[config.mk]
export PLATFORM = sky130hd
export DESIGN_NAME = gp_port
export DESIGN_NICKNAME = d
export VERILOG_FILES = /design/src/hdl/gp_pkg.sv /design/src/hdl/gp_port.sv
export VERILOG_INCLUDE_DIRS = /design/src /design/src/hdl
export SDC_FILE = /design/constraint.sdc
export NUM_CORES = 1
export LEC_CHECK = 0
export BUFFER_PORTS_ARGS = -buffer_cell sky130_fd_sc_hd__buf_2
export CAP_MARGIN = 20
export CELL_PAD_IN_SITES_DETAIL_PLACEMENT = 1
export CELL_PAD_IN_SITES_GLOBAL_PLACEMENT = 1
export CORE_ASPECT_RATIO = 1.25
export CORE_MARGIN = 2
export CORE_UTILIZATION = 39
export DETAILED_ROUTE_END_ITERATION = 10
export PLACE_DENSITY_LB_ADDON = 0.1
export SLEW_MARGIN = 40
export SYNTH_ARGS = -nofsm -noshare
export SYNTH_HDL_FRONTEND = slang
export SYNTH_SLANG_ARGS = --single-unit
[constraint.sdc]
create_clock -name clk_in -period 3.8 [get_ports clk_in]
set_input_delay 0.76 -clock clk_in [delete_from_list [all_inputs] [get_ports clk_in]]
set_output_delay 0.76 -clock clk_in [all_outputs]
set_load 0.05 [all_outputs]
[src/hdl/gp_port_cfg.svh]
`ifndef GP_PORT_CFG_SVH
`define GP_PORT_CFG_SVH

// Register byte offsets
`define GP_OFF_IND_LATCH 5'h00
`define GP_OFF_IND_PIN 5'h04
`define GP_OFF_GRP_LATCH 5'h08
`define GP_OFF_GRP_PIN 5'h0C
`define GP_OFF_PULLUP 5'h10
`define GP_OFF_WAKE 5'h14
`define GP_OFF_IRQ_CTRL 5'h18
`define GP_OFF_CK_PORT 5'h1C

// Field positions
`define GP_IRQ_GATE_BIT 3
`define GP_CNT_OUT_EN_BIT 0
`define GP_CNT_SEL_BIT 1
`define GP_WAKE_IRQ_BIT 5
`define GP_IND_C_BIT 2
`define GP_IND_K_BIT 3
// Count and interrupt pins as positions in the combined 18-bit pin vector
`define GP_G1_CNT_BIT 12
`define GP_G1_IRQ_BIT 13

// Reset values
`define GP_RST_IND_LATCH 6'h3F
`define GP_RST_GRP_LATCH 12'hFFF
`define GP_RST_PULLUP 5'h00
`define GP_RST_WAKE 6'h00
`define GP_RST_IRQ_CTRL 4'h0

`endif
[src/hdl/gp_pkg.sv]
package gp_pkg;
   typedef logic [31:0] gp_word_t;
   typedef logic [4:0] gp_addr_t;
   typedef enum logic [0:0] {
      GP_CNT_SRC_T1 = 1'b0,
      GP_CNT_SRC_T2 = 1'b1
   } gp_cnt_src_t;
endpackage

[src/hdl/gp_port.sv]
`include "gp_port_cfg.svh"
module gp_port (
   // Clock and reset
   input wire logic clk_in,
   input wire logic sys_rst_in,
   // APB slave
   input wire logic psel_in,
   input wire logic penable_in,
   input wire logic pwrite_in,
   input wire gp_pkg::gp_addr_t paddr_in,
   input wire gp_pkg::gp_word_t pwdata_in,
   output gp_pkg::gp_word_t prdata_out,
   output logic pready_out,
   output logic pslverr_out,
   // Individual pins
   input wire logic [5:0] individual_pins_in,
   output logic [5:0] individual_pins_out,
   output logic [5:0] individual_pins_oe_out,
   // Group pins
   input wire logic [3:0] group_zero_pins_in,
   output logic [3:0] group_zero_pins_out,
   output logic [3:0] group_zero_pins_oe_out,
   input wire logic [3:0] group_one_pins_in,
   output logic [3:0] group_one_pins_out,
   output logic [3:0] group_one_pins_oe_out,
   input wire logic [1:0] group_two_pins_in,
   output logic [1:0] group_two_pins_out,
   output logic [1:0] group_two_pins_oe_out,
   input wire logic [1:0] group_three_pins_in,
   output logic [1:0] group_three_pins_out,
   output logic [1:0] group_three_pins_oe_out,
   // Pull-up controls: ind2, ind3, group0 x4, group1 x4, group2 x2
   output logic [11:0] pullup_en_out,
   // Timer and interrupt side
   input wire logic timer1_uflow_in,
   input wire logic timer2_uflow_in,
   output logic timer2_event_out,
   output logic ext_irq_out,
   // Back-up state
   input wire logic ram_backup_in,
   output logic wake_req_out
);
   import gp_pkg::*;

   localparam int NPIN = 18;

   logic [5:0] ind_latch;
   logic [11:0] grp_latch;
   logic [4:0] pullup_en;
   logic [5:0] wake_en;
   logic [3:0] irq_ctrl;
   logic [NPIN-1:0] pin_meta;
   logic [NPIN-1:0] pin_sync;
   logic [NPIN-1:0] pin_prev;
   logic cnt_toggle;
   logic wr_en;
   logic access;
   logic [NPIN-1:0] next_oe;
   logic next_wake;
   gp_word_t next_rdata;
   logic next_err;

   function automatic gp_word_t gp_zext(input logic [11:0] v);
      gp_zext = {20'h00000, v};
   endfunction

   assign access = psel_in & penable_in;
   assign wr_en = access & pready_out & pwrite_in;

   // Pin synchroniser, first stage feeds only the second
   always_ff @(posedge clk_in) begin
      if (sys_rst_in) begin
         // Idle-high reset, no false edge on release
         pin_meta <= '1;
         pin_sync <= '1;
         pin_prev <= '1;
      end else begin
         pin_meta <= {group_three_pins_in, group_two_pins_in, group_one_pins_in,
                      group_zero_pins_in, individual_pins_in};
         pin_sync <= pin_meta;
         pin_prev <= pin_sync;
      end
   end

   always_ff @(posedge clk_in) begin
      if (sys_rst_in) begin
         ind_latch <= `GP_RST_IND_LATCH;
      end else if (wr_en && paddr_in == `GP_OFF_IND_LATCH) begin
         ind_latch <= pwdata_in[5:0];
      end else if (wr_en && paddr_in == `GP_OFF_CK_PORT) begin
         ind_latch[`GP_IND_C_BIT] <= pwdata_in[0];
         ind_latch[`GP_IND_K_BIT] <= pwdata_in[1];
      end
   end

   always_ff @(posedge clk_in) begin
      if (sys_rst_in) begin
         grp_latch <= `GP_RST_GRP_LATCH;
      end else if (wr_en && paddr_in == `GP_OFF_GRP_LATCH) begin
         grp_latch <= pwdata_in[11:0];
      end
   end

   always_ff @(posedge clk_in) begin
      if (sys_rst_in) begin
         pullup_en <= `GP_RST_PULLUP;
         wake_en <= `GP_RST_WAKE;
      end else begin
         if (wr_en && paddr_in == `GP_OFF_PULLUP) begin
            pullup_en <= pwdata_in[4:0];
         end
         if (wr_en && paddr_in == `GP_OFF_WAKE) begin
            wake_en <= pwdata_in[5:0];
         end
      end
   end

   always_ff @(posedge clk_in) begin
      if (sys_rst_in) begin
         irq_ctrl <= `GP_RST_IRQ_CTRL;
      end else if (wr_en && paddr_in == `GP_OFF_IRQ_CTRL) begin
         irq_ctrl <= pwdata_in[3:0];
      end
   end

   always_comb begin
      next_oe = ~{grp_latch, ind_latch};
      if (irq_ctrl[`GP_CNT_OUT_EN_BIT] && !cnt_toggle) begin
         next_oe[`GP_G1_CNT_BIT] = 1'b1;
      end
   end

   always_ff @(posedge clk_in) begin
      if (sys_rst_in) begin
         individual_pins_oe_out <= '0;
         group_zero_pins_oe_out <= '0;
         group_one_pins_oe_out <= '0;
         group_two_pins_oe_out <= '0;
         group_three_pins_oe_out <= '0;
         individual_pins_out <= '0;
         group_zero_pins_out <= '0;
         group_one_pins_out <= '0;
         group_two_pins_out <= '0;
         group_three_pins_out <= '0;
         pullup_en_out <= '0;
      end else begin
         individual_pins_oe_out <= next_oe[5:0];
         group_zero_pins_oe_out <= next_oe[9:6];
         group_one_pins_oe_out <= next_oe[13:10];
         group_two_pins_oe_out <= next_oe[15:14];
         group_three_pins_oe_out <= next_oe[17:16];
         pullup_en_out <= {{2{pullup_en[4]}}, {4{pullup_en[3]}}, {4{pullup_en[2]}},
                           pullup_en[1], pullup_en[0]};
      end
   end

   always_ff @(posedge clk_in) begin
      if (sys_rst_in) begin
         cnt_toggle <= 1'b1;
      end else if (irq_ctrl[`GP_CNT_SEL_BIT] == GP_CNT_SRC_T2 ? timer2_uflow_in : timer1_uflow_in) begin
         cnt_toggle <= ~cnt_toggle;
      end
   end

   always_ff @(posedge clk_in) begin
      if (sys_rst_in) begin
         timer2_event_out <= 1'b0;
         ext_irq_out <= 1'b0;
      end else begin
         timer2_event_out <= pin_sync[`GP_G1_CNT_BIT] & ~pin_prev[`GP_G1_CNT_BIT];
         ext_irq_out <= irq_ctrl[`GP_IRQ_GATE_BIT] & pin_sync[`GP_G1_IRQ_BIT]
                        & ~pin_prev[`GP_G1_IRQ_BIT];
      end
   end

   // low level on enabled pin wakes, IRQ pin via its own enable only with IRQ gate open, via group one enable always
   always_comb begin
      next_wake = (wake_en[0] & ~pin_sync[`GP_IND_C_BIT])
                | (wake_en[1] & ~pin_sync[`GP_IND_K_BIT])
                | (wake_en[2] & ~&pin_sync[9:6])
                | (wake_en[3] & ~&pin_sync[13:10])
                | (wake_en[4] & ~&pin_sync[15:14])
                | (wake_en[`GP_WAKE_IRQ_BIT] & irq_ctrl[`GP_IRQ_GATE_BIT] & ~pin_sync[`GP_G1_IRQ_BIT]);
   end

   always_ff @(posedge clk_in) begin
      if (sys_rst_in) begin
         wake_req_out <= 1'b0;
      end else begin
         wake_req_out <= ram_backup_in & next_wake;
      end
   end

   always_comb begin
      next_err = 1'b0;
      unique case (paddr_in)
         `GP_OFF_IND_LATCH: next_rdata = gp_zext({6'h00, ind_latch});
         `GP_OFF_IND_PIN: next_rdata = gp_zext({6'h00, pin_sync[5:0]});
         `GP_OFF_GRP_LATCH: next_rdata = gp_zext(grp_latch);
         `GP_OFF_GRP_PIN: next_rdata = gp_zext(pin_sync[17:6]);
         `GP_OFF_PULLUP: next_rdata = gp_zext({7'h00, pullup_en});
         `GP_OFF_WAKE: next_rdata = gp_zext({6'h00, wake_en});
         `GP_OFF_IRQ_CTRL: next_rdata = gp_zext({8'h00, irq_ctrl});
         `GP_OFF_CK_PORT: next_rdata = gp_zext({10'h000, pin_sync[`GP_IND_K_BIT], pin_sync[`GP_IND_C_BIT]});
         default: begin
            next_rdata = '0;
            next_err = 1'b1;
         end
      endcase
   end

   // APB: one wait state per access
   always_ff @(posedge clk_in) begin
      if (sys_rst_in) begin
         pready_out <= 1'b0;
         pslverr_out <= 1'b0;
         prdata_out <= '0;
      end else begin
         pready_out <= access & ~pready_out;
         pslverr_out <= access & ~pready_out & next_err;
         prdata_out <= (access & ~pready_out & ~pwrite_in) ? next_rdata : '0;
      end
   end
endmodule

==> flow_summary.ini <==
[clock_tree]
clockRootBuffer = clkbuf_16
cts_sinks = 112
cts_max_level = 3
tritoncts = built
cts_setup_buffers = 0
cts.repair.resized = 0
postCtsHoldBufs = 0
clkTransAtPathRegs_ns = 0.07
cts_buffers = 9
clk_path_buf_depth = 2
clkLatencyLatePin_ns = 0.34

[floorplan]
placementRows = 41
die_h_um = 119
ios = 148
core_area_um2 = 10200
die-area_um2 = 11400
die_x_um = 95.8
initial_core_util_pct = 40.5

[detailed_routing]
drc = 0
drt_iter0_markers = 153
drt-total-wl_um = 9360
first_pass_iters = 5
vias_per_cell = 4.82
drtAntennaViolNets = 0
vias = 2914
wl_per_cell_um = 15.5

[status]
status = finished clean

[timing]
worst_pin_slew_ns = 0.623
setup_tns_ns = 0
fin_crit_ns = 2.13
slew_headroom_pct = 58.3
fin_skew_ns = 0.00615
slew_violations = 0
max_freq_mhz = 470
post-route-period-util_pct = 56.0
rsz0062_at_grt = false
finalHoldViolCount = 0
setup_viol = 0

[critical_path]
cp.arrival_ns = 2.37
end_kind = flop
slowest_delay_ns = 0.52
cpMaxStageDelayCell = or3b_1
rrSetupSlack_ns = 2.12
worst_ep_required_time_ns = 4.04
criticalPathCategory = input pin to flop
crit_path_max_fanout = 9
cp_cell_sequence = buf_2 -> or3b_1 -> nor3_1 -> a222oi_1 -> a21oi_1
path_delay_family = simple AND/OR/NAND/NOR gates
start_kind = input pin
crit_buf_inv = 1
r2r-end = grp_latch[9]
ff2ff_path_depth = 5
r2r_start = pready_out
startpoint = paddr_in[4]

[synthesis]
avgSynthCellArea_um2 = 10.3
ys_async_sr_fraction_pct = 0
synthDistinctLibCells = 36
yosys.area.top_type = dfxtp_1
synth_area_um2 = 4110
synth_top_area_share_pct = 54.6
synth_enable_flop_cells = 0
yosysWarningCount = 0
synth_area_leaders = dfxtp_1, buf_4, or2_2
ys_ff_latch = 112
synth-main-ff-cell = dfxtp_1
synth_cells = 397
synth-seq-area-share_pct = 54.6

[global_routing]
grt_usage_pct = 17.3
grt_pass1_wl_um = 14700
grt_pass1_vias = 2809
grt_overflow = 0
grt_max_degree = 58
antenna_found_initial = 0

[finish]
stdcell_area_um2 = 4780
final_common_cell = dfxtp_1
seq_area_um2 = 2240
mostFrequentLayoutCells = dfxtp_1, buf_2, nor2_1
n_antenna_cell = 0
nets = 535
drive_gt1_share_pct = 32.1
multi_input_comb_area_um2 = 1540
nFillCells = 1177
syn_to_final_growth_pct = 16.3

[worst_hold_path]
hp-class = flop to flop
holdPathEnd = ext_irq_out
hold_depth = 1
min_from = pin_prev[13]

[power]
p_per_area_nw_per_um2 = 498
total_power_uw = 2380
p_leak_uw = 0.00206
vdd_drop_max_mv = 0.229

[placement]
place_hpwl_um = 6890
place_area_um2 = 4460
portBuffers = 89
place.gp.congestion = 0.887

[flow_run]
maxCapViolCount = 0
-- where the power goes --
part	total, uW	switching, uW	internal (uW)
clock	993	398	596
sequential	1200	8.34	1190
combinational	184	139	44.5
total	2380	546	1830
-- logic make-up after synthesis --
| group | synth area share (%) |
|---|---|
| buf+inv | 11.3 |
| flops | 54.6 |
| mux | 5.18 |
| xor+xnor | 0.213 |
| simple gates | 18.7 |
| other cells | 0.0913 |
| compound gates | 9.90 |
-- worst max-delay path by stage --
stage | endpoint | slack [ns] | cells past startpoint
after floorplan | pullup_en[3] | 1.51 | 7
after CTS | prdata_out[2] | 1.67 | 5
after detailed placement | prdata_out[2] | 1.32 | 5
after global placement | prdata_out[2] | 1.32 | 5
final | prdata_out[2] | 1.67 | 5
after global routing | prdata_out[3] | 1.57 | 5
-- cells in the mapped netlist, drive strengths merged, types with 3 or more instances --
cell type and n:
dfxtp 112, buf 55, nor2 47, or2 38
nor2b 23, mux2i 19, a211o 16, clkbuf 13
a22oi 11, a222oi 9, nor3 8, nand2 6
a21oi 5, nand2b 4, inv 3, nand3 3
nand4 3
-- stage by stage --
step                      utilization, %  worst slack (ns)  cells  hold slack, ns
after floorplan                        -              1.51    434           0.373
after global placement              43.7              1.32    589           0.380
after detailed placement            43.9              1.32    590           0.383
after CTS                           47.0              1.67    605           0.399
after global routing                47.0              1.57    605           0.414
final                               47.0              1.67    605           0.393
-- sequential cells by signal (all words and copies together) (netlist names) --
register                 cells
prdata_out                  12
pullup_en_out                5
group_one_pins_oe_out        4
wake_en                      6
ind_latch                    6
timer2_event_out             1
irq_ctrl                     4
grp_latch                   12
ext_irq_out                  1
group_three_pins_oe_out      2
cnt_toggle                   1
pslverr_out                  1
pullup_en                    5
individual_pins_oe_out       6
group_two_pins_oe_out        2
wake_req_out                 1
pready_out                   1
group_zero_pins_oe_out       4
pin_meta                    18
pin_prev                     2
pin_sync                    18
-- cell type report --
type	count	area share [%]
clock inverters	4	1.62
well taps	129	3.38
multi-input cells	251	32.2
inverters	3	0.236
clock buffers	11	5.08
repair buffers	95	10.5
flip-flops and latches	112	46.9
-- layer usage --
metal / up-vias / routed length (um) / share of wire (%) / track usage, %
met4: 0 / 272 / 2.9 / 8.93
met1: 1386 / 3800 / 41 / 21.0
met5: - / 0 / 0 / 0
met2: 100 / 4770 / 51 / 28.9
li1: 1414 / - / - / -
met3: 14 / 526 / 5.6 / 2.55
Note: power is estimated with default switching activity, not from simulation.
